$ cat src/inc/bis_pkg.sv
// Package for the board interrupt steering block: offsets, fields, reset values
package bis_pkg;
	// Configuration space byte offsets
	localparam logic [7:0] BIS_ROUTE0_OFS = 8'h70;
	localparam logic [7:0] BIS_ROUTE1_OFS = 8'h71;
	// Reset value of each routing register
	localparam logic [7:0] BIS_ROUTE_RST = 8'h80;
	// Field positions
	localparam int BIS_DIS_BIT = 7;
	localparam int BIS_SHARE_BIT = 6;
	localparam int BIS_TIMER_BIT = 5;
	localparam int BIS_RSVD_BIT = 4;
	localparam int BIS_SEL_MSB = 3;
	// Controller input width and numbers
	localparam int BIS_NIRQ = 16;
	localparam int BIS_NUM_BOARD = 2;
	localparam int BIS_IDE_IRQ = 15;
	// Mask of bits that software may write (bit 4 reads zero)
	localparam logic [7:0] BIS_WR_MASK = 8'hef;
	// One-hot decode of the selector; reserved codes give no line
	function automatic logic [15:0] bis_decode(input logic [3:0] sel);
		logic [15:0] hot;
		hot = 16'h0000;
		unique case (sel)
			4'h3, 4'h4, 4'h5, 4'h6, 4'h7,
			4'h9, 4'ha, 4'hb, 4'hc, 4'he, 4'hf: hot[sel] = 1'b1;
			default: hot = 16'h0000;
		endcase
		return hot;
	endfunction
endpackage
$ cat src/hw/bis_route_slice.sv
// One board interrupt input steered onto the controller inputs
`timescale 1ns/100ps
module bis_route_slice
	import bis_pkg::*;
(
	// Configuration
	input wire logic [7:0] route_i,
	// Board interrupt level, already synchronised
	input wire logic irq_i,
	// Contributions to the controller inputs
	output logic [15:0] drive_o,
	output logic [15:0] mask_o
);
	import bis_pkg::*;
	logic [15:0] hot; // Selected line, one-hot
	logic enabled; // Routing active
	// Drive and mask the selected controller input
	always_comb begin
		hot = bis_decode(route_i[BIS_SEL_MSB:0]); // RULE8 RULE9
		enabled = ~route_i[BIS_DIS_BIT]; // RULE1
		// Forward only while enabled, else touch nothing
		drive_o = (enabled && irq_i) ? hot : 16'h0000; // RULE1 RULE11
		// Mask the ISA line when sharing is off
		mask_o = (enabled && !route_i[BIS_SHARE_BIT]) ? hot : 16'h0000; // RULE2 RULE3 RULE11
	end
endmodule

$ cat src/hw/bis_steer.sv
// Board interrupt steering: two route registers and controller input merge
`timescale 1ns/100ps
// Functional notes
// RULE1: Bit 7 zero enables routing, one disables
// RULE2: Bit 6 turns ISA line sharing on
// RULE3: Enabled without sharing masks selected ISA line
// RULE4: Share only with active-high level sources
// RULE5: Shared with PCI line: clear bit 6
// RULE6: Bit 5 set: pin is timer output
// RULE7: Bit 5 clear: pin input sets IDE flag
// RULE8: Selector codes map to lines 3-15, some reserved
// RULE9: Each input routes independently to 11 lines
// RULE10: Registers reset to 80h, read and write
// RULE11: Disabled routing touches nothing; bit 4 reads zero
module bis_steer
	import bis_pkg::*;
(
	// Clock and reset
	input wire logic clock_i,
	input wire logic reset_i,
	// Configuration space byte access
	input wire logic [7:0] cfg_addr_i,
	input wire logic cfg_wr_i,
	input wire logic [7:0] cfg_wdata_i,
	output logic [7:0] cfg_rdata_o,
	// Board interrupt pins (second one is a plain input)
	input wire logic pin0_in_i,
	output logic pin0_out_o,
	output logic pin0_oe_o,
	input wire logic board_irq_in_1_i,
	// Timer interrupt from the internal timer
	input wire logic timer_irq_i,
	// ISA interrupt request lines
	input wire logic [15:0] isa_irq_i,
	// Controller inputs and IDE status set
	output logic [15:0] ctl_irq_o,
	output logic ide_irq_set_o
);
	import bis_pkg::*;
	// Index of the last board input slice
	localparam int BIS_NUMBOARD_FIX = BIS_NUM_BOARD - 1;
	logic [7:0] board_irq_route_0; // First route register
	logic [7:0] board_irq_route_1; // Second route register
	logic [1:0] pin_s1; // First sync stage
	logic [1:0] pin_s2; // Second sync stage
	logic [15:0] isa_s1; // ISA first stage
	logic [15:0] isa_s2; // ISA second stage
	logic [1:0] board_irq; // Effective board inputs
	logic [15:0] drive [BIS_NUMBOARD_FIX:0]; // Board drives per slice
	logic [15:0] mask [BIS_NUMBOARD_FIX:0]; // ISA masks per slice
	logic timer_mode; // Pin works as timer output
	logic [15:0] next_ctl; // Merged controller inputs

	assign timer_mode = board_irq_route_0[BIS_TIMER_BIT];

	// Register writes; bit 4 held at zero
	always_ff @(posedge clock_i) begin
		if (reset_i) begin
			board_irq_route_0 <= BIS_ROUTE_RST; // RULE10
			board_irq_route_1 <= BIS_ROUTE_RST; // RULE10
		end else if (cfg_wr_i) begin
			if (cfg_addr_i == BIS_ROUTE0_OFS) begin
				board_irq_route_0 <= cfg_wdata_i & BIS_WR_MASK; // RULE10 RULE11
			end
			if (cfg_addr_i == BIS_ROUTE1_OFS) begin
				board_irq_route_1 <= cfg_wdata_i & BIS_WR_MASK; // RULE10 RULE11
			end
		end
	end

	// Read mux, zero for other offsets
	always_comb begin
		unique case (cfg_addr_i)
			BIS_ROUTE0_OFS: cfg_rdata_o = board_irq_route_0;
			BIS_ROUTE1_OFS: cfg_rdata_o = board_irq_route_1;
			default: cfg_rdata_o = 8'h00;
		endcase
	end

	// Two-stage synchronisers for pins
	always_ff @(posedge clock_i) begin
		if (reset_i) begin
			pin_s1 <= 2'h0;
			pin_s2 <= 2'h0;
			isa_s1 <= 16'h0000;
			isa_s2 <= 16'h0000;
		end else begin
			pin_s1 <= {board_irq_in_1_i, pin0_in_i};
			pin_s2 <= pin_s1;
			isa_s1 <= isa_irq_i;
			isa_s2 <= isa_s1;
		end
	end

	// Pin 0 is no input in timer mode
	assign board_irq = {pin_s2[1], pin_s2[0] & ~timer_mode}; // RULE6 RULE7

	// One steering slice per board input
	generate
		for (genvar g = 0; g < BIS_NUM_BOARD; g++) begin : g_slice
			bis_route_slice u_slice (
				.route_i((g == 0) ? board_irq_route_0 : board_irq_route_1),
				.irq_i(board_irq[g]),
				.drive_o(drive[g]),
				.mask_o(mask[g])
			);
		end
	endgenerate

	// Merge: masked ISA lines plus board drives
	always_comb begin
		next_ctl = (isa_s2 & ~(mask[0] | mask[1])) | drive[0] | drive[1]; // RULE3 RULE5
	end

	// Registered outputs and timer pin
	always_ff @(posedge clock_i) begin
		if (reset_i) begin
			ctl_irq_o <= 16'h0000;
			ide_irq_set_o <= 1'b0;
			pin0_out_o <= 1'b0;
			pin0_oe_o <= 1'b0;
		end else begin
			ctl_irq_o <= next_ctl;
			// IDE flag source follows pin mode
			ide_irq_set_o <= timer_mode ? isa_s2[BIS_IDE_IRQ] : pin_s2[0]; // RULE6 RULE7
			pin0_out_o <= timer_mode & timer_irq_i; // RULE6
			pin0_oe_o <= timer_mode; // RULE6
		end
	end
endmodule

$ cat config.mk
export PLATFORM = sky130hd
export DESIGN_NAME = bis_steer
export DESIGN_NICKNAME = d
export VERILOG_FILES = /design/src/inc/bis_pkg.sv /design/src/hw/bis_route_slice.sv /design/src/hw/bis_steer.sv
export SDC_FILE = /design/constraint.sdc
export NUM_CORES = 1
export LEC_CHECK = 0
export ABC_CLOCK_PERIOD_IN_PS = 1800
export BUFFER_PORTS_ARGS = -buffer_cell sky130_fd_sc_hd__buf_2
export CORE_AREA = 2 2 58 100
export CTS_CLUSTER_DIAMETER = 200
export DETAILED_ROUTE_END_ITERATION = 7
export DIE_AREA = 0 0 60 102
export PLACE_DENSITY_LB_ADDON = 0.1
export SYNTH_ARGS = -nofsm -noshare
export SYNTH_HDL_FRONTEND = slang
export SYNTH_SLANG_ARGS = --single-unit
$ cat constraint.sdc
create_clock -name clock_i -period 1.8 [get_ports clock_i]
set_input_delay 0.18 -clock clock_i [delete_from_list [all_inputs] [get_ports clock_i]]
set_output_delay 0.18 -clock clock_i [all_outputs]
set_load 0.01 [all_outputs]
* Yosys cells after proc, flatten, opt, wreduce, memory -nomap -nowiden
Index checks and enable logic that the tools add are counted.
** Operators by class
- Reductions and logical operators :: 12
- Multiplexer cells :: 12
- Div/mod/pow operators :: 0
- Eq/ne operators :: 24
- Add/sub/neg operators :: 0
- Bitwise logic cells :: 10
- Multipliers :: 0
- Shifts and indexed selects :: 0
- Order comparisons :: 4
** Operators by type and width (count)
- 2-to-1 mux 16 bit :: 6
- equality test 4 bit, second input constant :: 12
- bitwise OR 16 bit :: 3
- equality test 4 x 3 -> 1 bit, second input constant :: 8
- OR reduction 11 bit :: 2
- AND 16 bit :: 1
- equality test 8 x 7 -> 1 bit, second input constant :: 2
- NOT 16 bit :: 1
- case mux 8 bit (2 select lines) :: 1
- < comparator 4 x 5 -> 1 bit, second input constant :: 2
- demux 1 bit (select 4 bit) :: 2
- equality test 4 x 2 -> 1 bit, second input constant :: 2
- greater-or-equal comparator 4 x 1 -> 1 bit, second input constant :: 2
- logical AND 1 bit :: 6
- AND reduction 2 bit :: 2
- 2-to-1 mux 1 bit :: 3
- NOT 1 bit :: 3
- AND 1 bit :: 2
- logical NOT 1 bit :: 2
** Storage, ports and cells
- Latch bits :: 0
- Memories :: 0
- Logic and storage cells :: 72
- Flip-flop bits (word level) :: 69
- Bits in read-only memories :: 0
- Memory bits (writable) :: 0

* Logic depth before layout (Yosys ltp)
Gate-level depths: netlist of the first run.
- Word-level depth :: 11
- Depth in mapped cells :: 4

* Modules after synthesis
Synthesis of the first run repeated with hierarchy kept, for this count alone.
** Unflattened totals
- Cells, all modules :: 315
- Area total of the unflattened synthesis :: 2902.8 um2
** By module, submodules not included
- bis_steer :: cells each 225, seq. area each 1381.3 um2, area each 2352.3 um2, times used 1
- bis_route_slice (g_slice[1].u_slice) :: cells each 46, seq. area each 0.0 um2, area each 279.0 um2, times used 1
- bis_route_slice (g_slice[0].u_slice) :: cells each 44, seq. area each 0.0 um2, area each 271.5 um2, times used 1

* Least setup slack after synthesis of the first run
No wires, ideal clock.
- Path type :: register to register
- From :: register board_irq_route_1[7]
- To :: register ctl_irq_o[4]
- Arrival time :: 1.349 ns
- Setup slack :: 0.319 ns
- Data required time :: 1.668 ns
- Period minus slack after synthesis :: 1.481 ns
- Path buffers :: 1
- Stages on the path, launching flop included :: 5
- Cells stage by stage :: dfxtp_1 -> clkbuf_1 -> or4b_2 -> o221ai_1 -> a21oi_1
** On the way
- Longest elaborated chain between the ends :: 8
- Elaborated cells between the ends (all ways) :: 10
- Those cells by class :: mux: 2; bitwise: 6; reduce/logical: 2
** RTL lines
- from (decl) :: RTL line bis_steer.sv:43 : logic [7:0] board_irq_route_1;
- from (signal assigned) :: RTL line bis_steer.sv:66 : board_irq_route_1 <= cfg_wdata_i & BIS_WR_MASK;
- NOT 1 bit (*) :: RTL line bis_route_slice.sv:20 : enabled = ~route_i[BIS_DIS_BIT];
- logical AND 1 bit :: RTL line bis_route_slice.sv:24 : mask_o = (enabled && !route_i[BIS_SHARE_BIT]) ? hot : 16'h0000;
- 2-to-1 mux 16 bit :: RTL line bis_route_slice.sv:24
- bitwise OR 16 bit :: RTL line bis_steer.sv:112 : next_ctl = (isa_s2 & ~(mask[0] | mask[1])) | drive[0] | drive[1];
- NOT 16 bit :: RTL line bis_steer.sv:112
- AND 16 bit :: RTL line bis_steer.sv:112
- bitwise OR 16 bit :: RTL line bis_steer.sv:112
- bitwise OR 16 bit (*) :: RTL line bis_steer.sv:112
- to (signal assigned) :: RTL line bis_steer.sv:123 : ctl_irq_o <= next_ctl;
- to (decl) :: RTL line bis_steer.sv:36 : output logic [15:0] ctl_irq_o,
Every way passes the cells marked *; elsewhere a longest branch is shown, timed or not.
A chain may end at the register's enable or synchronous reset.

* Final worst setup path of the first run
- From :: register board_irq_route_1[3]
- To :: register ctl_irq_o[6]
** On the way
- Longest elaborated chain between the ends :: 11
- Elaborated cells between the ends (all ways) :: 25
- Those cells by class :: order compare: 2; eq/ne: 11; mux: 5; bitwise: 5; reduce/logical: 2
** RTL lines
- < comparator 4 x 5 -> 1 bit (not written as such) or greater-or-equal comparator 4 x 1 -> 1 bit (tied branches) :: RTL line bis_pkg.sv:26 : 4'h9, 4'ha, 4'hb, 4'hc, 4'he, 4'hf: hot[sel] = 1'b1;
- logical AND 1 bit (not written as such) :: RTL line bis_pkg.sv:26
- 2-to-1 mux 1 bit (not written as such) :: RTL line bis_pkg.sv:26
- demux 1 bit (select 4 bit)
- 2-to-1 mux 16 bit (*) :: RTL line bis_pkg.sv:24 : unique case (sel)
- 2-to-1 mux 16 bit :: RTL line bis_route_slice.sv:24
- bitwise OR 16 bit :: RTL line bis_steer.sv:112
- NOT 16 bit :: RTL line bis_steer.sv:112
- AND 16 bit :: RTL line bis_steer.sv:112
- bitwise OR 16 bit :: RTL line bis_steer.sv:112
- bitwise OR 16 bit (*) :: RTL line bis_steer.sv:112
Marks and branches as above.

==> run metrics, run 1 <==
status finished clean; largest net degree at the start of global routing 42; final-stage net count 366; yosys warns 0; synth unique cells 38; first-pass GRT wire length 9250 um; Area Overhead vs Synth 22.9%; reg-to-reg slack, setup 0.16 ns; Max Fclk 0.610 GHz; final-report hold violation count 0; Final Max Slew Viols 0; synthesized net count 301; worst skew pair latency 0.35 ns; RSZ-0062 raised after global routing no; antenna cell count 0; DR pass1 iterations 4; Post-synth EDFFs 0; Post-DP HPWL 4090 um; CTS tree yes; Via density 5.33; I/O pins 65; main area contributors after synthesis dfxtp_1, nor2b_1, o221ai_1; synthesized area 2660 um^2; Setup CP Type reg2reg; Congestion Overflow GR 0; Worst Setup End Kind flop; vias in the first global route 2004; Critical path origin board_irq_route_1[3]$_SDFFE_PP0P_; CTS resizes 0; Final Cycle Share 0.911; Synth top area share 0.519; Clock Power Share 0.396; switching share of power 0.238; PortBufs 62; Hold Crit Start board_irq_in_1_i; layout cells sized above 1 0.306; internal power 2.19 mW; initial antenna violation count 0; CTS root buf clkbuf_8; total negative setup slack 0 ns; #FFs+latches synth 69; worst-margin pin slew 0.740 ns; register area share after synthesis 0.519; pwr dens 880 nW/um^2; clk sinks 69; mean post-synth cell area 10.1 um^2; post-route setup slack 0.161 ns; Final GP Congestion 0.879; share of power burned in registers 0.550; CP required 2.00 ns; remaining antenna violation count 0; DRC viols 0; max_cap viols 0; # hold bufs at CTS 0; CP Launch Type flop; Synth Flop Type dfxtp_1; postcts setup bufs 0; CTS max path bufs 2; die area 6120 um^2; vias post-DR 2168; hold_ws 0.0412 ns; Peak VDD IR 0.000707 V; initial drt markers 154; Die Span X 60 um; crit-path max FO 9; CTS H-tree depth 3; worst hold path class in2reg; FFs w/ async S/R, synth 0; total power 2.88 mW; Global Route Usage Sum 0.206; Num CTS Buffers 9; Starting Density 0.503; wire per inst 14.0 um; core area 5300 um^2; slew margin rel. 0.500; Vert. Die Dim 102 um; worst path arrival time 1.84 ns; final core occ 0.618; Routed WL 5690 um; # setup viols final 0; top cells by count, synth dfxtp_1, nor2b_1, a21oi_1; cell taking the most area after synthesis dfxtp_1; Reg clk slew, reported paths 0.07 ns; Mapped Cells 263; final setup skew 0.0104 ns; DP Worst Slack 0.191 ns; fin crit period 1.64 ns; Static Leakage 1.31 nW; Row Count 35; Psw 0.686 mW; r2r startpoint board_irq_route_1[3]$_SDFFE_PP0P_; Logic pwr share 0.054; top-count cell post-synth dfxtp_1
[through the flow]
stage	cells	cell area (um^2)
after CTS	407	3270
after detailed placement	391	3090
after global routing	407	3270
final	407	3270
after global placement	391	3090
after floorplan	263	2660
[flip-flops by register name, summed over array words and instances, names as in the netlist]
name,count
ide_irq_set_o,1
pin0_oe_o,1
board_irq_route_0,7
pin0_out_o,1
isa_s1,16
pin_s1,2
isa_s2,16
pin_s2,2
board_irq_route_1,7
ctl_irq_o,16
[worst max-delay path: stages (launching register included)]
cell	delay [ns]
dfxtp_1	0.38
or4b_2	0.77
o221ai_1	0.26
a21oi_1	0.10
[logic make-up (layout without fill, tap and decap cells)]
family                 Yosys count  after routing  synth area share
AOI/OAI and AO/OA               58             58             0.159
buffers and inverters           22             92            0.0324
DFF                             69             69             0.519
muxes                            5              5            0.0211
other                            1              1           0.00141
and+or+nand+nor                108            108             0.268
[layout by cell type, fill, tap and decap left out, types with 4 or more instances in the layout]
cell type / Yosys / layout
o31ai_1: 10 / 10
nand2b_1: 4 / 4
a21oi_1: 17 / 17
nand4_1: 13 / 13
nor2_1: 11 / 11
buf_2: 0 / 62
buf_4: 1 / 11
a32oi_1: 8 / 8
a22o_1: 7 / 7
clkbuf_8: 0 / 10
dfxtp_1: 69 / 69
o221ai_1: 10 / 10
or4b_1: 4 / 4
nand2_1: 5 / 5
nor2b_1: 51 / 51
[final timing paths]
check,endpoint,cells past startpoint
worst max-delay path,ctl_irq_o[6]$_SDFF_PP0_,3
worst min-delay path,pin_s1[1]$_SDFF_PP0_,2
worst max register to register,ctl_irq_o[6]$_SDFF_PP0_,3
worst min register to register,isa_s2[15]$_SDFF_PP0_,1
[area by class of cell]
type                            count  area [um^2]
Clock buffer                       10          138
Clock inverter                      6         46.3
Fill cell                         464         2020
Inverter                            2         7.51
Multi-Input combinational cell    172         1200
Sequential cell                    69         1380
Tap cell                           74         92.6
Timing Repair Buffer               74          413
[layer usage]
layer / wire (um) / GRT usage
met4: 207 / 0.150
met3: 293 / 0.0418
met2: 2900 / 0.332
met1: 2280 / 0.232
met5: 0 / 0
[power groups by stage]
stage	registers (mW)	clock network, mW	logic, mW
after floorplan	1.62	0	0.0806
after global placement	1.62	0	0.154
after detailed placement	1.62	0	0.156
after CTS	1.58	1.17	0.157
after global routing	1.59	1.23	0.175
final	1.58	1.14	0.156
Power figures use the tool's default switching activity.
==> inputs of run 2 (changes only) <==
--- a/config.mk
+++ b/config.mk
@@ -11,7 +11,7 @@
 export CTS_CLUSTER_DIAMETER = 200
 export DETAILED_ROUTE_END_ITERATION = 7
 export DIE_AREA = 0 0 60 102
-export PLACE_DENSITY_LB_ADDON = 0.1
+export PLACE_DENSITY = 0.84
 export SYNTH_ARGS = -nofsm -noshare
 export SYNTH_HDL_FRONTEND = slang
 export SYNTH_SLANG_ARGS = --single-unit
==> run metrics, run 2 (synthesis gave the netlist of run 1 again) <==
hold_ws 0.0476 ns; I/O pins 65; final-report hold violation count 0; Post-DP HPWL 4260 um; worst hold path class in2reg; Final GP Congestion 0.861; Setup CP Type in2out; fin crit period 1.69 ns; status finished clean; Row Count 35; Static Leakage 1.29 nW; worst-margin pin slew 0.592 ns; DR pass1 iterations 5; Worst Setup End Kind primary output; antenna cell count 0; final core occ 0.610; pwr dens 849 nW/um^2; total negative setup slack 0 ns; commonest non-fill, non-tap cell in the layout dfxtp_1; design area 3230 um^2; placed cell area 3080 um^2; biggest regs ctl_irq_o (16), isa_s1 (16), isa_s2 (16); Reg clk slew, reported paths 0.06 ns; fill count 479; clk sinks 69; remaining antenna violation count 0; Vert. Die Dim 102 um; CP required 1.62 ns; wire per inst 14.5 um; max_cap viols 0; CP Launch Type input pin; postcts setup bufs 0; DRC viols 0; vias post-DR 2194; crit-path max cell delay 0.53 ns; Via density 5.42; worst path arrival time 1.51 ns; Peak VDD IR 0.000784 V; Worst path slowest cell or4_4; Area Overhead vs Synth 21.4%; initial antenna violation count 0; final-stage net count 366; die area 6120 um^2; Max Fclk 0.592 GHz; layout cells sized above 1 0.305; core area 5300 um^2; crit-path max FO 7; Num CTS Buffers 9; slew margin rel. 0.600; Congestion Overflow GR 0; family with the most delay on the worst path simple AND/OR/NAND/NOR gates; Cell Chain, Critical Path buf_2 > or4_4 > nor2_1 > a22o_1 > buf_2; Starting Density 0.503; first-pass GRT wire length 9540 um; worst skew pair latency 0.34 ns; vias in the first global route 2117; Final Cycle Share 0.939; CTS H-tree depth 3; largest net degree at the start of global routing 40; Global Route Usage Sum 0.208; RSZ-0062 raised after global routing no; CTS max path bufs 2; final setup skew 0.00842 ns; most frequent cells in the layout dfxtp_1, buf_2, nor2b_1; Final Max Slew Viols 0; Routed WL 5870 um; CP Buf/Inv Count 2; CTS tree yes; CTS root buf clkbuf_8; # hold bufs at CTS 0; Die Span X 60 um; initial drt markers 94; PortBufs 62; CP most frequent cell buf_2; # setup viols final 0
run 2: cell types whose count changed in the layout (fill, tap and decap cells not counted), sizes merged:
cell,before,now
clkbuf,10,9
inv,2,1
run 2: what timing repair did:
action | in CTS | in global routing
endpoints found under the hold margin | 0 | 0
endpoints found under the setup margin | 0 | 3
resized for setup | 0 | 1
run 2: final cells by class:
cell class              instances  area [um^2]  area share
clock inverters                 5         30.0     0.00928
inverters                       2         7.51     0.00232
well taps                      74         92.6      0.0286
flip-flops and latches         69         1380       0.427
multi-input cells             172         1200       0.371
repair buffers                 74          400       0.124
clock buffers                   9          124      0.0383
run 2: worst reg2reg max path: cells and delay by family, from the launching register on:
kind	cells	cell delay (ns)
flip-flops	1	0.37
AO/OA/AOI/OAI	2	0.33
AND/OR/NAND/NOR	1	0.73
run 2: worst paths after layout:
| check | slack [ns] | endpoint | depth (start not counted) | start |
|---|---|---|---|---|
| max | 0.11 | cfg_rdata_o[0] | 5 | cfg_addr_i[1] |
| min | 0.05 | pin0_out_o$_SDFF_PP0_ | 2 | timer_irq_i |
| max reg2reg | 0.24 | ctl_irq_o[6]$_SDFF_PP0_ | 3 | board_irq_route_1[6]$_SDFFE_PP0P_ |
| min reg2reg | 0.44 | isa_s2[7]$_SDFF_PP0_ | 1 | isa_s1[7]$_SDFF_PP0_ |
run 2: power breakdown:
group	switching [mW]	internal, mW
Clock	0.528	0.475
Sequential	0.0113	1.57
Combinational	0.0806	0.0765
Total	0.619	2.13
run 2: stage by stage:
step           power [mW]  worst slack [ns]  instances
2_1_floorplan        1.70             0.319        263
3_3_place_gp         1.77             0.145        391
3_5_place_dp         1.78            0.0938        391
4_1_cts              2.77            0.0953        405
5_1_grt              2.85            0.0214        405
6_report             2.75             0.110        405
run 2: metal layers:
metal	routed length, um	share of wire	global-route usage	vias to the layer above
met4	197	0.034	0.150	0
met2	3220	0.55	0.365	74
li1	-	-	-	1092
met3	249	0.042	0.0291	25
met5	0	0	0	-
met1	2200	0.38	0.217	1003
==> inputs of run 3 (changes only) <==
--- a/config.mk
+++ b/config.mk
@@ -7,11 +7,13 @@
 export LEC_CHECK = 0
 export ABC_CLOCK_PERIOD_IN_PS = 1800
 export BUFFER_PORTS_ARGS = -buffer_cell sky130_fd_sc_hd__buf_2
-export CORE_AREA = 2 2 58 100
+export CELL_PAD_IN_SITES_DETAIL_PLACEMENT = 0
+export CELL_PAD_IN_SITES_GLOBAL_PLACEMENT = 1
+export CORE_AREA = 2 2 65 113
 export CTS_CLUSTER_DIAMETER = 200
 export DETAILED_ROUTE_END_ITERATION = 7
-export DIE_AREA = 0 0 60 102
-export PLACE_DENSITY = 0.84
+export DIE_AREA = 0 0 67 115
+export PLACE_DENSITY = 0.85
 export SYNTH_ARGS = -nofsm -noshare
 export SYNTH_HDL_FRONTEND = slang
 export SYNTH_SLANG_ARGS = --single-unit
==> run metrics, run 3 (synthesis gave the netlist of run 1 again) <==
final-report hold violation count 0; most frequent cells in the layout dfxtp_1, buf_2, nor2b_1; Final GP Congestion 0.896; Num CTS Buffers 9; CTS resizes 0; DR pass1 iterations 4; die area 7710 um^2; worst path arrival time 1.46 ns; antenna cell count 0; Met1 Wirelength 2370 um; pwr dens 1030 nW/um^2; FF-to-FF path depth 3; slew margin rel. 0.656; postcts setup bufs 0; largest net degree at the start of global routing 27; Reg clk slew, reported paths 0.05 ns; vias post-DR 2201; Row Count 40; Final Cycle Share 0.909; post-route setup slack 0.164 ns; status finished clean; Starting Density 0.391; DP Worst Slack 0.167 ns; vias in the first global route 2092; first-pass GRT wire length 9670 um; DR top layer met4; Static Leakage 1.36 nW; wire per inst 14.8 um; Post-DP HPWL 4490 um; fill count 678; worst skew pair latency 0.33 ns; Register Area 1380 um^2; DRC viols 0; total negative setup slack 0 ns; PortBufs 62; Die Span X 67 um; multi-input logic area 1200 um^2; Area Overhead vs Synth 27.9%; Routed WL 6170 um; Peak VDD IR 0.000592 V; clk sinks 69; Final Max Slew Viols 0; Via density 5.27; Max Fclk 0.611 GHz; worst hold path class in2reg; DR WL met2 3300 um; CTS H-tree depth 3; initial antenna violation count 0; Global Route Usage Sum 0.170; I/O pins 65; CTS root buf clkbuf_16; CTS tree yes; CP required 1.62 ns; Hold Path Depth 2; commonest non-fill, non-tap cell in the layout dfxtp_1; Worst Setup End Kind primary output; initial drt markers 166; fin crit period 1.64 ns; biggest regs ctl_irq_o (16), isa_s1 (16), isa_s2 (16); Setup CP Type in2out; crit-path max FO 7; Vert. Die Dim 115 um; final setup skew 0.00448 ns; remaining antenna violation count 0; max_cap viols 0; met3 wire len 217 um; # hold bufs at CTS 0; core area 6810 um^2; CP Launch Type input pin; # setup viols final 0; Congestion Overflow GR 0; worst-margin pin slew 0.509 ns; RSZ-0062 raised after global routing no; final-stage net count 367; layout cells sized above 1 0.308; CTS max path bufs 2
## run 3: cell count changes in the layout (fill, tap and decap cells not counted), sizes merged
cell | previous run | this run
clkbuf | 9 | 10
bufinv | 0 | 1
clkinv | 4 | 2
buf | 74 | 75
clkinvlp | 2 | 3
inv | 1 | 2
## run 3: where the power goes
part	switching (mW)	internal [mW]	total (mW)	leakage (nW)
Clock	0.660	1.12	1.78	0.141
Sequential	0.0120	1.58	1.59	0.565
Combinational	0.0801	0.0780	0.158	0.656
Total	0.752	2.77	3.52	1.36
## run 3: worst paths after layout
| check | start | endpoint | slack, ns |
|---|---|---|---|
| hold / removal | timer_irq_i | pin0_out_o$_SDFF_PP0_ | 0.05 |
| setup / recovery | cfg_addr_i[1] | cfg_rdata_o[6] | 0.16 |
| hold reg to reg | isa_s1[13]$_SDFF_PP0_ | isa_s2[13]$_SDFF_PP0_ | 0.43 |
| setup reg to reg | board_irq_route_1[2]$_SDFFE_PP0P_ | ctl_irq_o[11]$_SDFF_PP0_ | 0.19 |
## run 3: critical path, stage by stage
cell    delay, ns
buf_2        0.12
or4b_1       0.56
nor2_1       0.11
buf_4        0.16
a22o_1       0.17
buf_2        0.14
## run 3: layer usage
| layer | vias to the layer above | global-route usage |
|---|---|---|
| met5 | - | 0 |
| met4 | 0 | 0.114 |
| met3 | 22 | 0.0401 |
| met2 | 57 | 0.297 |
| met1 | 1032 | 0.172 |
| li1 | 1090 | - |
## run 3: metrics by stage
step           area, um^2   util  hold WS [ns]  std cells  power, mW
2_1_floorplan        2660      -         0.270        263       1.70
3_3_place_gp         3100  0.455         0.386        402       1.77
3_5_place_dp         3100  0.455         0.390        402       1.78
4_1_cts              3410  0.501        0.0502        418       3.55
5_1_grt              3410  0.501        0.0641        418       3.63
6_report             3410  0.501        0.0524        418       3.52
## run 3: cell type report
cell class                 count  area share
timing repair buffer          75       0.120
clock inverter                 6      0.0206
multi-input combinational    172       0.351
clock buffer                  10      0.0701
sequential                    69       0.405
tap                           84      0.0308
inverter                       2     0.00220
